===== config.mk =====
export PLATFORM = sky130hd
export DESIGN_NAME = tplrs_route
export DESIGN_NICKNAME = d
export VERILOG_FILES = /design/src/pkg/tplrs_pkg.sv /design/src/rtl/tplrs_lane_map.sv /design/src/rtl/tplrs_route.sv /design/src/rtl/tplrs_settle.sv
export VERILOG_INCLUDE_DIRS = /design/src /design/src/pkg
export SDC_FILE = /design/constraint.sdc
export NUM_CORES = 1
export LEC_CHECK = 0
export ABC_AREA = 1
export BUFFER_PORTS_ARGS = -buffer_cell sky130_fd_sc_hd__buf_2
export CAP_MARGIN = 20
export CORE_ASPECT_RATIO = 0.9
export CORE_MARGIN = 10
export CORE_UTILIZATION = 59
export DETAILED_ROUTE_END_ITERATION = 16
export PLACE_DENSITY = 0.92
export SLEW_MARGIN = 40
export SYNTH_ARGS = -nofsm -noshare
export SYNTH_HDL_FRONTEND = slang
export SYNTH_HIERARCHICAL = 1
export SYNTH_SLANG_ARGS = --single-unit

===== constraint.sdc =====
create_clock -name core_clk -period 6.1 [get_ports core_clk]
set_input_delay 1.83 -clock core_clk [delete_from_list [all_inputs] [get_ports core_clk]]
set_output_delay 1.83 -clock core_clk [all_outputs]
set_load 0.01 [all_outputs]

===== src/pkg/tplrs_regs.svh =====
// register offsets, field positions, reset values and timing counts for the lane route select block
`ifndef TPLRS_REGS_SVH
`define TPLRS_REGS_SVH

// ************************************************************
// register byte offsets
// ************************************************************
`define TPLRS_CTRL_OFS      12'h000
`define TPLRS_LANE_OFS      12'h004
`define TPLRS_STAT_OFS      12'h008

// ************************************************************
// control register fields
// ************************************************************
`define TPLRS_CTRL_LOOP_L   0
`define TPLRS_CTRL_LOOP_A   1
`define TPLRS_CTRL_LOOP_B   2
`define TPLRS_CTRL_DIAG     3
`define TPLRS_CTRL_SQL      4
`define TPLRS_CTRL_SQA      5
`define TPLRS_CTRL_SQB      6
`define TPLRS_CTRL_PDN      7
`define TPLRS_CTRL_SEL_LO   8
`define TPLRS_CTRL_SEL_HI   11
`define TPLRS_CTRL_RST      32'h0000_0070

// ************************************************************
// lane register fields
// ************************************************************
`define TPLRS_LANE_EN_HI    3
`define TPLRS_LANE_RST      4'hf

// ************************************************************
// switch settle times
// ************************************************************
`define TPLRS_CLK_MHZ       50
`define TPLRS_T_SQ_NS       100
`define TPLRS_T_OFF_US      10
`define TPLRS_SQ_CYC        ((`TPLRS_T_SQ_NS * `TPLRS_CLK_MHZ) / 1000)
`define TPLRS_OFF_CYC       (`TPLRS_T_OFF_US * `TPLRS_CLK_MHZ)
`define TPLRS_CNT_W         10

`endif


===== src/pkg/tplrs_pkg.sv =====
// types shared by the lane route select block
package tplrs_pkg;

    // ************************************************************
    // lane output drive state
    // ************************************************************
    typedef enum logic [1:0] {
        TPLRS_OUT_OFF,
        TPLRS_OUT_SQUELCH,
        TPLRS_OUT_DATA
    } tplrs_drive_t;

    // ************************************************************
    // source of a lane output
    // ************************************************************
    typedef enum logic [1:0] {
        TPLRS_SRC_LINE,
        TPLRS_SRC_FAB_A,
        TPLRS_SRC_FAB_B,
        TPLRS_SRC_NONE
    } tplrs_src_t;

    // routing settings for all lanes
    typedef struct packed {
        logic       loop_line;
        logic       loop_fab_a;
        logic       loop_fab_b;
        logic       diag;
        logic       sq_line;
        logic       sq_fab_a;
        logic       sq_fab_b;
        logic       power_down;
        logic [3:0] sel;
        logic [3:0] lane_enable;
    } tplrs_cfg_t;

    // one lane's per-port data
    typedef struct packed {
        logic line;
        logic fab_a;
        logic fab_b;
    } tplrs_lane_t;

endpackage


===== src/rtl/tplrs_lane_map.sv =====
// combinational source decode for one lane
`timescale 1ns/1ps

module tplrs_lane_map
    import tplrs_pkg::*;
(
    input  wire logic       loop_line,
    input  wire logic       loop_fab_a,
    input  wire logic       loop_fab_b,
    input  wire logic       diag,
    input  wire logic       sel,
    output tplrs_src_t      src_line,
    output tplrs_src_t      src_fab_a,
    output tplrs_src_t      src_fab_b
);

    // line output: own input in loopback, else the selected fabric port
    // line loopback wins
    always_comb begin
        if (loop_line) begin
            src_line = TPLRS_SRC_LINE;
        end else if (sel) begin
            src_line = TPLRS_SRC_FAB_B;
        end else begin
            src_line = TPLRS_SRC_FAB_A;
        end
    end

    // fabric a: loopback, else line when selected or broadcasting
    // diag broadcast
    always_comb begin
        if (loop_fab_a) begin
            src_fab_a = TPLRS_SRC_FAB_A;
        end else if (diag || !sel) begin
            src_fab_a = TPLRS_SRC_LINE;
        end else begin
            src_fab_a = TPLRS_SRC_NONE;
        end
    end

    // fabric b: loopback, else line when selected or broadcasting
    // diag broadcast
    always_comb begin
        if (loop_fab_b) begin
            src_fab_b = TPLRS_SRC_FAB_B;
        end else if (diag || sel) begin
            src_fab_b = TPLRS_SRC_LINE;
        end else begin
            src_fab_b = TPLRS_SRC_NONE;
        end
    end

endmodule


===== src/rtl/tplrs_route.sv =====
// three port, four lane route select with apb control
`timescale 1ns/1ps
`include "tplrs_regs.svh"

// Overview of operation
// - select zero pairs line with fabric a
// - select one pairs line with fabric b
// - diagnostic zero broadcasts line, returns fabric a
// - diagnostic one broadcasts line, returns fabric b
// - line loopback returns line input
// - fabric b loopback returns its own input
// - fabric a loopback returns its own input
// - loopbacks combine freely and independently
// - four select bits, one per lane
// - squelched idle outputs settle in 100 ns
// - disabled idle outputs settle in 10 us
// - per-port setting squelches or disables idle outputs
// - per-lane enable covers all ports
// - power-down disables everything, resets configuration
module tplrs_route
    import tplrs_pkg::*;
(
    input  wire logic         core_clk,
    input  wire logic         reset,
    input  wire logic         psel,
    input  wire logic         penable,
    input  wire logic         pwrite,
    input  wire logic [11:0]  paddr,
    input  wire logic [31:0]  pwdata,
    output logic      [31:0]  prdata,
    output logic              pready,
    output logic              pslverr,
    input  wire logic [3:0]   in_line,
    input  wire logic [3:0]   in_fab_a,
    input  wire logic [3:0]   in_fab_b,
    output logic      [3:0]   out_line,
    output logic      [3:0]   out_fab_a,
    output logic      [3:0]   out_fab_b,
    output tplrs_drive_t [3:0] drv_line,
    output tplrs_drive_t [3:0] drv_fab_a,
    output tplrs_drive_t [3:0] drv_fab_b,
    output logic      [3:0]   valid_line,
    output logic      [3:0]   valid_fab_a,
    output logic      [3:0]   valid_fab_b
);

    import tplrs_pkg::*;

    // ************************************************************
    // registers and wires
    // ************************************************************
    tplrs_cfg_t    cfg_reg;
    tplrs_cfg_t    cfg_next;
    tplrs_lane_t   din_s1_reg [3:0];
    tplrs_lane_t   din_s2_reg [3:0];
    tplrs_src_t    src_l [3:0];
    tplrs_src_t    src_a [3:0];
    tplrs_src_t    src_b [3:0];
    tplrs_src_t    prev_l_reg [3:0];
    tplrs_src_t    prev_a_reg [3:0];
    tplrs_src_t    prev_b_reg [3:0];
    logic [3:0]    vl;
    logic [3:0]    va;
    logic [3:0]    vb;
    logic          wr_acc;
    logic          rd_acc;
    logic          addr_ok;
    logic [31:0]   rd_data;

    // reset image of the configuration, built field by field from the register layout
    localparam logic [31:0] ctrl_rst_word = `TPLRS_CTRL_RST;
    localparam tplrs_cfg_t  cfg_rst       = '{
        loop_line:   ctrl_rst_word[`TPLRS_CTRL_LOOP_L],
        loop_fab_a:  ctrl_rst_word[`TPLRS_CTRL_LOOP_A],
        loop_fab_b:  ctrl_rst_word[`TPLRS_CTRL_LOOP_B],
        diag:        ctrl_rst_word[`TPLRS_CTRL_DIAG],
        sq_line:     ctrl_rst_word[`TPLRS_CTRL_SQL],
        sq_fab_a:    ctrl_rst_word[`TPLRS_CTRL_SQA],
        sq_fab_b:    ctrl_rst_word[`TPLRS_CTRL_SQB],
        power_down:  ctrl_rst_word[`TPLRS_CTRL_PDN],
        sel:         ctrl_rst_word[`TPLRS_CTRL_SEL_HI:`TPLRS_CTRL_SEL_LO],
        lane_enable: `TPLRS_LANE_RST
    };

    // ************************************************************
    // apb slave
    // ************************************************************
    assign wr_acc  = psel && penable && pwrite;
    assign rd_acc  = psel && !penable && !pwrite;
    assign addr_ok = (paddr == `TPLRS_CTRL_OFS) || (paddr == `TPLRS_LANE_OFS) || (paddr == `TPLRS_STAT_OFS);

    // ready on every access phase, error on unmapped address
    always_ff @(posedge core_clk or posedge reset) begin
        if (reset) begin
            pready  <= 1'b0;
            pslverr <= 1'b0;
        end else begin
            pready  <= psel && !penable;
            pslverr <= psel && !penable && !addr_ok;
        end
    end

    // read mux
    always_comb begin
        rd_data = 32'h0000_0000;
        unique case (paddr)
            `TPLRS_CTRL_OFS: rd_data = {20'h00000, cfg_reg.sel, cfg_reg.power_down, cfg_reg.sq_fab_b,
                                        cfg_reg.sq_fab_a, cfg_reg.sq_line, cfg_reg.diag,
                                        cfg_reg.loop_fab_b, cfg_reg.loop_fab_a, cfg_reg.loop_line};
            `TPLRS_LANE_OFS: rd_data = {28'h0000000, cfg_reg.lane_enable};
            `TPLRS_STAT_OFS: rd_data = {20'h00000, valid_fab_b, valid_fab_a, valid_line};
            default:         rd_data = 32'h0000_0000;
        endcase
    end

    // read data captured in setup, held through access
    always_ff @(posedge core_clk or posedge reset) begin
        if (reset) begin
            prdata <= 32'h0000_0000;
        end else if (rd_acc) begin
            prdata <= rd_data;
        end
    end

    // ************************************************************
    // configuration
    // ************************************************************
    // write decode; power-down returns everything else to its reset value
    always_comb begin
        cfg_next = cfg_reg;
        if (wr_acc && paddr == `TPLRS_CTRL_OFS) begin
            cfg_next.loop_line  = pwdata[`TPLRS_CTRL_LOOP_L];
            cfg_next.loop_fab_a = pwdata[`TPLRS_CTRL_LOOP_A];
            cfg_next.loop_fab_b = pwdata[`TPLRS_CTRL_LOOP_B];
            cfg_next.diag       = pwdata[`TPLRS_CTRL_DIAG];
            cfg_next.sq_line    = pwdata[`TPLRS_CTRL_SQL];
            cfg_next.sq_fab_a   = pwdata[`TPLRS_CTRL_SQA];
            cfg_next.sq_fab_b   = pwdata[`TPLRS_CTRL_SQB];
            cfg_next.power_down = pwdata[`TPLRS_CTRL_PDN];
            cfg_next.sel        = pwdata[`TPLRS_CTRL_SEL_HI:`TPLRS_CTRL_SEL_LO];
        end
        if (wr_acc && paddr == `TPLRS_LANE_OFS) begin
            cfg_next.lane_enable = pwdata[`TPLRS_LANE_EN_HI:0];
        end
        if (cfg_next.power_down) begin
            cfg_next            = cfg_rst;
            cfg_next.power_down = 1'b1;
        end
    end

    always_ff @(posedge core_clk or posedge reset) begin
        if (reset) begin
            cfg_reg <= cfg_rst;
        end else begin
            cfg_reg <= cfg_next;
        end
    end

    // ************************************************************
    // per-lane routing
    // ************************************************************
    genvar g;
    generate
        for (g = 0; g < 4; g++) begin : g_lane
            tplrs_lane_map u_map (
                .loop_line  (cfg_reg.loop_line),
                .loop_fab_a (cfg_reg.loop_fab_a),
                .loop_fab_b (cfg_reg.loop_fab_b),
                .diag       (cfg_reg.diag),
                .sel        (cfg_reg.sel[g]),
                .src_line   (src_l[g]),
                .src_fab_a  (src_a[g]),
                .src_fab_b  (src_b[g])
            );

            tplrs_settle u_sl (
                .core_clk (core_clk),
                .reset    (reset),
                .change   (src_l[g] != prev_l_reg[g]),
                .squelch  (cfg_reg.sq_line),
                .valid    (vl[g])
            );
            tplrs_settle u_sa (
                .core_clk (core_clk),
                .reset    (reset),
                .change   (src_a[g] != prev_a_reg[g]),
                .squelch  (cfg_reg.sq_fab_a),
                .valid    (va[g])
            );
            tplrs_settle u_sb (
                .core_clk (core_clk),
                .reset    (reset),
                .change   (src_b[g] != prev_b_reg[g]),
                .squelch  (cfg_reg.sq_fab_b),
                .valid    (vb[g])
            );

            // two-stage synchroniser for lane inputs
            always_ff @(posedge core_clk or posedge reset) begin
                if (reset) begin
                    din_s1_reg[g] <= '0;
                    din_s2_reg[g] <= '0;
                end else begin
                    din_s1_reg[g] <= '{line: in_line[g], fab_a: in_fab_a[g], fab_b: in_fab_b[g]};
                    din_s2_reg[g] <= din_s1_reg[g];
                end
            end

            // previous sources for change detect
            always_ff @(posedge core_clk or posedge reset) begin
                if (reset) begin
                    prev_l_reg[g] <= TPLRS_SRC_FAB_A;
                    prev_a_reg[g] <= TPLRS_SRC_LINE;
                    prev_b_reg[g] <= TPLRS_SRC_NONE;
                end else begin
                    prev_l_reg[g] <= src_l[g];
                    prev_a_reg[g] <= src_a[g];
                    prev_b_reg[g] <= src_b[g];
                end
            end

            always_ff @(posedge core_clk or posedge reset) begin
                if (reset) begin
                    out_line[g]  <= 1'b0;
                    out_fab_a[g] <= 1'b0;
                    out_fab_b[g] <= 1'b0;
                end else begin
                    out_line[g]  <= pick(src_l[g], din_s2_reg[g]) && lane_on(g);
                    out_fab_a[g] <= pick(src_a[g], din_s2_reg[g]) && lane_on(g);
                    out_fab_b[g] <= pick(src_b[g], din_s2_reg[g]) && lane_on(g);
                end
            end

            always_ff @(posedge core_clk or posedge reset) begin
                if (reset) begin
                    drv_line[g]    <= TPLRS_OUT_OFF;
                    drv_fab_a[g]   <= TPLRS_OUT_OFF;
                    drv_fab_b[g]   <= TPLRS_OUT_OFF;
                    valid_line[g]  <= 1'b0;
                    valid_fab_a[g] <= 1'b0;
                    valid_fab_b[g] <= 1'b0;
                end else begin
                    drv_line[g]    <= drive(src_l[g], cfg_reg.sq_line, lane_on(g));
                    drv_fab_a[g]   <= drive(src_a[g], cfg_reg.sq_fab_a, lane_on(g));
                    drv_fab_b[g]   <= drive(src_b[g], cfg_reg.sq_fab_b, lane_on(g));
                    valid_line[g]  <= vl[g] && lane_on(g) && src_l[g] != TPLRS_SRC_NONE;
                    valid_fab_a[g] <= va[g] && lane_on(g) && src_a[g] != TPLRS_SRC_NONE;
                    valid_fab_b[g] <= vb[g] && lane_on(g) && src_b[g] != TPLRS_SRC_NONE;
                end
            end
        end
    endgenerate

    // ************************************************************
    // helpers
    // ************************************************************
    // lane is live when enabled and not powered down
    function automatic logic lane_on(input int idx);
        return cfg_reg.lane_enable[idx] && !cfg_reg.power_down;
    endfunction

    // data bit of the chosen source
    function automatic logic pick(input tplrs_src_t s, input tplrs_lane_t d);
        logic r;
        r = 1'b0;
        unique case (s)
            TPLRS_SRC_LINE:  r = d.line;
            TPLRS_SRC_FAB_A: r = d.fab_a;
            TPLRS_SRC_FAB_B: r = d.fab_b;
            TPLRS_SRC_NONE:  r = 1'b0;
        endcase
        return r;
    endfunction

    // idle outputs squelched or off per port setting
    function automatic tplrs_drive_t drive(input tplrs_src_t s, input logic sq, input logic on);
        tplrs_drive_t r;
        r = TPLRS_OUT_OFF;
        if (on && s != TPLRS_SRC_NONE) begin
            r = TPLRS_OUT_DATA;
        end else if (on && sq) begin
            r = TPLRS_OUT_SQUELCH;
        end
        return r;
    endfunction
endmodule


===== src/rtl/tplrs_settle.sv =====
// per-output settle timer after a source change
`timescale 1ns/1ps
`include "tplrs_regs.svh"

module tplrs_settle
    import tplrs_pkg::*;
(
    input  wire logic       core_clk,
    input  wire logic       reset,
    input  wire logic       change,
    input  wire logic       squelch,
    output logic            valid
);

    logic [`TPLRS_CNT_W-1:0] cnt_reg;

    // reload on a change, count down to zero
    always_ff @(posedge core_clk or posedge reset) begin
        if (reset) begin
            cnt_reg <= '0;
        end else if (change) begin
            cnt_reg <= squelch ? `TPLRS_CNT_W'(`TPLRS_SQ_CYC) : `TPLRS_CNT_W'(`TPLRS_OFF_CYC);
        end else if (cnt_reg != '0) begin
            cnt_reg <= cnt_reg - `TPLRS_CNT_W'(1);
        end
    end

    assign valid = (cnt_reg == '0) && !change;

endmodule


### After elaboration in Yosys (flattened, before gate mapping)

Index checks and enable logic that the tools add are counted.

| storage, ports and cells | value |
|---|---|
| register bits after elaboration | 266 |
| bits of input ports | 61 |

| cells by class | value |
|---|---|
| add/sub/neg operators | 12 |
| eq/ne operators | 62 |
| muxes and demuxes | 91 |
| reductions and logical operators | 164 |

Operator list:

| cell | number |
|---|---|
| 10-bit 2-to-1 mux | 24 |
| 10-bit logical NOT | 12 |
| 10-bit nonzero test | 12 |
| 10-bit by 1-bit subtractor with 10-bit output, second input constant | 12 |
| 1-bit logical AND | 83 |
| 2-bit 2-to-1 mux | 36 |
| 2-bit == test, second input constant | 24 |
| 1-bit case mux with 4 select lines | 12 |
| 12-bit case mux with 3 select lines | 1 |
| 2-bit nonzero test | 14 |
| 9-bit 2-to-1 mux | 3 |
| 2-bit by 1-bit == test with 1-bit output, second input constant | 12 |
| 2-bit logical NOT | 12 |
| 2-bit != test | 12 |
| 2-bit != test, second input constant | 12 |
| 1-bit logical NOT | 20 |
| 16-bit 2-to-1 mux | 1 |
| 12-bit by 3-bit == test with 1-bit output, second input constant | 1 |
| 12-bit by 4-bit == test with 1-bit output, second input constant | 1 |
| 12-bit logical NOT | 1 |
| 1-bit 2-to-1 mux | 12 |
| 12-bit 2-to-1 mux | 1 |
| 1-bit logical OR | 10 |
| 4-bit 2-to-1 mux | 1 |

### Longest topological paths before layout

| depth | value |
|---|---|
| depth after elaboration | 9 |
| mapped depth | 10 |
| gate-level depth less buffers | 10 |

### Modules after synthesis

The synthesis kept the hierarchy.

Modules (own cells, without submodules):

| module | times used | cells each | area each (sq um) |
|---|---|---|---|
| tplrs_settle | 12 | 91 | 648.1 |
| tplrs_route | 1 | 488 | 5023.6 |
| tplrs_lane_map | 4 | 12 | 52.6 |

### Worst setup path before layout

OpenSTA, ideal clock, no wires.

| path | value |
|---|---|
| path type | in2reg |
| from | in paddr[11] |
| to | reg cfg_reg[13] (netlist bit) |
| setup time | 0.119 ns |
| data arrival time | 2.555 ns |
| setup slack | 3.426 ns |
| stages | 7 |
| path buffers | 1 |
| cell sequence | nor2_1 -> nand2_2 -> nor2_4 -> nand3_2 -> buf_6 -> nand3_1 -> nand2_1 |

| on the way | value |
|---|---|
| cells in the longest elaborated chain, start to end | 4 |
| elaborated cells between the ends (all ways) | 5 |
| classes of those cells | 2 x mux; 3 x reduce/logical |

RTL lines:

| what | RTL line | source |
|---|---|---|
| start, declared | tplrs_route.sv:28 | `input wire logic [11:0] paddr,` |
| 12-bit logical NOT * | - |  |
| 1-bit logical AND (no line) * | - |  |
| 12-bit 2-to-1 mux | tplrs_route.sv:131 | `` if (wr_acc && paddr == `TPLRS_CTRL_OFS) begin `` |
| 16-bit 2-to-1 mux or 2-bit nonzero test (tied branches) | - |  |
| end signal, assigned | tplrs_route.sv:153 | `cfg_reg <= cfg_rst;` |
| end signal, assigned | tplrs_route.sv:155 | `cfg_reg <= cfg_next;` |
| end, declared | tplrs_route.sv:52 | `tplrs_cfg_t cfg_reg;` |

Every way passes the cells marked *; elsewhere a longest branch is shown, timed or not. The select of a mux whose other input is x is not followed.
A chain may end at the register's enable or synchronous reset.

### Worst setup path after layout

| path | value |
|---|---|
| from | reg prdata[2] |
| to | out prdata[2] |

RTL lines:

| what | RTL line | source |
|---|---|---|
| start, declared | tplrs_route.sv:30 | `output logic [31:0] prdata,` |
| start signal, assigned | tplrs_route.sv:121 | `prdata <= rd_data;` |

No word-level cell between the ends.

==> results.cfg <==
[outcome]
status = completed

[route]
drt_wl_total_um = 32800
first_iter_violations = 1199
wl_per_cell_um = 16.0
via_density = 5.47
drc = 0
dr_total_vias = 11184
drt.antenna.violating_nets = 0
drt_pass1_iterations = 6

[yosys]
synth_simple_gate_area_frac = 0.360
synth-compound-area-share = 0.0390
yosysWarnings = 6
synthesis.area_sq_um = 13000
avgSynthCellArea_sq_um = 7.99
yosysSeqAreaShare = 0.475
main_combinational_cell_family_by_area_after_synthesis = simple AND/OR/NAND/NOR gates
synth_fa_ha_area_frac = 0.0115
synth_seq_cells = 246
post_synth_xor_area_fraction = 0.0242
synth.area.mux_share = 0
post_synth_inst_count = 1628
unique_masters_post_synth = 37

[pwr]
vdd.ir_drop.worst_mv = 0.263
netSwitchingPower_mw = 2.44
power.combinational.fraction = 0.336
power.sequential.fraction = 0.399
clock_power_share = 0.265
p_leak_nw = 8.24
power_switching_share = 0.394
power.density_cell_area_nw_per_um2 = 424
internal_power_mw = 3.74

[critical_path]
timing.critical_path.buf_inv = 1
cp_data_arrival_time_ns = 1.13
worstSetupEndpointType = output pin
critPathLaunchType = register
rr_startpoint = cfg_reg[15]$_DFFE_PP0P_
slowest_stage = sky130_fd_sc_hd__dfrtp_1
critical-path-max-stage-delay_ns = 0.43
timing.critical_path.from = prdata[2]$_DFFE_PP0P_
crit_family = flip-flops
timing.critical_path.cells = buf_2
crit_type = register to output pin
worst-endpoint-required_ns = 4.27
critical_path_peak_fanout = 2

[flow_run]
timing.max_cap.violations = 0

[worst_hold_path]
timing.hold.worst.start = din_s1_reg[2]$_DFF_PP0_
hold_path.class = register to register

[clocking]
cts_htree_levels = 1
clock_latency_ns = 0.53
cts.path.max_buffers = 3
cts_hold_fix_bufs = 0
cts_sinks = 246
worst_setup_hold_path_clk_slew_ns = 0.06
cts_repair_resize_count = 0
cts-root-buf = sky130_fd_sc_hd__clkbuf_16
tritoncts = done
post-cts-setup-buffers = 0
tritoncts_buffers = 26

[timing]
setup_repair_after_global_routing_missed_its_margin = no
period_needed_ns = 2.96
timing.clock.skew_ns = 0.0131
report.final.hold_viol_count = 0
finalCritPeriodShare = 0.485
fmax_mhz = 338
tns_ns = 0
setup_viol = 0
slew_headroom = 0.565
timing_worst_slew_pin_value_ns = 0.652
drv_slew = 0

[global_routing]
grt_start_max_net_pins = 94
grt_first_pass_wirelength_um = 53200
grt_antenna_before_repair = 0
grt_pass1_vias = 10878
track_usage = 0.225
globalRoute.totalOverflow = 0

[final_layout]
fin_cells = 2046
layout.core_utilization = 0.672
final.fill_count = 1646
final_common_cell = sky130_fd_sc_hd__nand2_1
layout.nets = 1807
layout.cell_area.non_filler_sq_um = 14600
drive_gt1_frac = 0.177
commonest_cells_after_routing_fill_and_taps_aside = 499 x sky130_fd_sc_hd__nand2_1, 227 x sky130_fd_sc_hd__dfrtp_1, 200 x sky130_fd_sc_hd__inv_1
area_delta_synth_final_pct = 12.0

[place]
place_inst = 1997
gp_congestion = 0.894
post_dp_area_sq_um = 13700
dpl.hpwl_um = 23400
port_buffers = 102

[floorplanning]
initial_core_utilization = 0.600
placeableCoreArea_sq_um = 21700
floorplan.die.height_um = 161
io_pins = 143
x_dimension_of_the_die_um = 177
floorplan.rows = 51
total_die_area_sq_um = 28400
## cells by family (layout without fill, tap and decap cells)
family / Yosys count / count (layout)
AND/OR/NAND/NOR: 964 / 964
other: 1 / 21
adder cells (fa/ha/maj): 12 / 12
buffers and inverters: 277 / 384
XOR/XNOR: 36 / 36
flip-flops: 246 / 246
AO/OA/AOI/OAI: 92 / 92
## synthesized netlist by cell type, drive strengths merged
master	n	area, sq um
nor2	198	1100
xor2	12	105
conb	1	3.75
or2	24	150
ha	12	150
clkbuf	18	71.3
nand3	124	781
dfrtp	227	5680
nand2	530	2130
clkinv	14	68.8
o21ai	55	275
o211ai	1	7.51
and2	1	6.26
nand4	38	238
buf	26	208
nor3b	12	90.1
inv	219	822
a21oi	36	225
nor3	37	196
xnor2	24	210
dfstp	19	499
## area by class of cell
cell class	instances	area, sq um	area share
inverters	233	898	0.0616
clock inverters	6	110	0.00755
flip-flops and latches	246	6180	0.424
well taps	291	364	0.0250
diodes	1	2.50	0.000172
multi-input cells	1124	5730	0.393
clock buffers	42	772	0.0530
repair buffers	103	518	0.0355
## metal layers
metal	track usage	vias up	part of all wire
met5	0	-	0
met4	0.0913	0	0.040
met3	0.0544	114	0.096
met2	0.373	578	0.48
met1	0.277	5257	0.39
li1	-	5235	-
## final timing paths
path | endpoint | slack, ns | depth (start not counted)
setup / recovery | prdata[2] | 3.14 | 1
hold / removal | din_s2_reg[2]$_DFF_PP0_ | 0.35 | 0
setup reg to reg | valid_line[0]$_DFF_PP0_ | 3.89 | 7
hold reg to reg | din_s2_reg[2]$_DFF_PP0_ | 0.35 | 0
max in group asynchronous | prev_l_reg[6]$_DFF_PP1_ | 3.52 | 3
min in group asynchronous | g_lane[3].u_sa/cnt_reg[3]$_DFFE_PP0N_ | 1.54 | 2
## power groups by stage
stage / logic (mW) / clock network [mW] / registers, mW
2_1_floorplan: 1.68 / 0 / 2.36
3_3_place_gp: 1.87 / 0 / 2.44
3_5_place_dp: 2.02 / 0 / 2.46
4_1_cts: 2.05 / 1.65 / 2.45
5_1_grt: 2.36 / 1.72 / 2.51
6_report: 2.07 / 1.64 / 2.47
## stage by stage
step | hold WS, ns | total power [mW] | setup slack (ns)
4_1_cts | 0.350 | 6.15 | 3.12
6_report | 0.348 | 6.17 | 3.14
3_5_place_dp | 0.336 | 4.48 | 2.78
5_1_grt | 0.357 | 6.59 | 3.11
3_3_place_gp | 0.331 | 4.31 | 2.84
2_1_floorplan | 0.331 | 4.04 | 0.946
No activity file was read; power rests on OpenSTA's default activity.
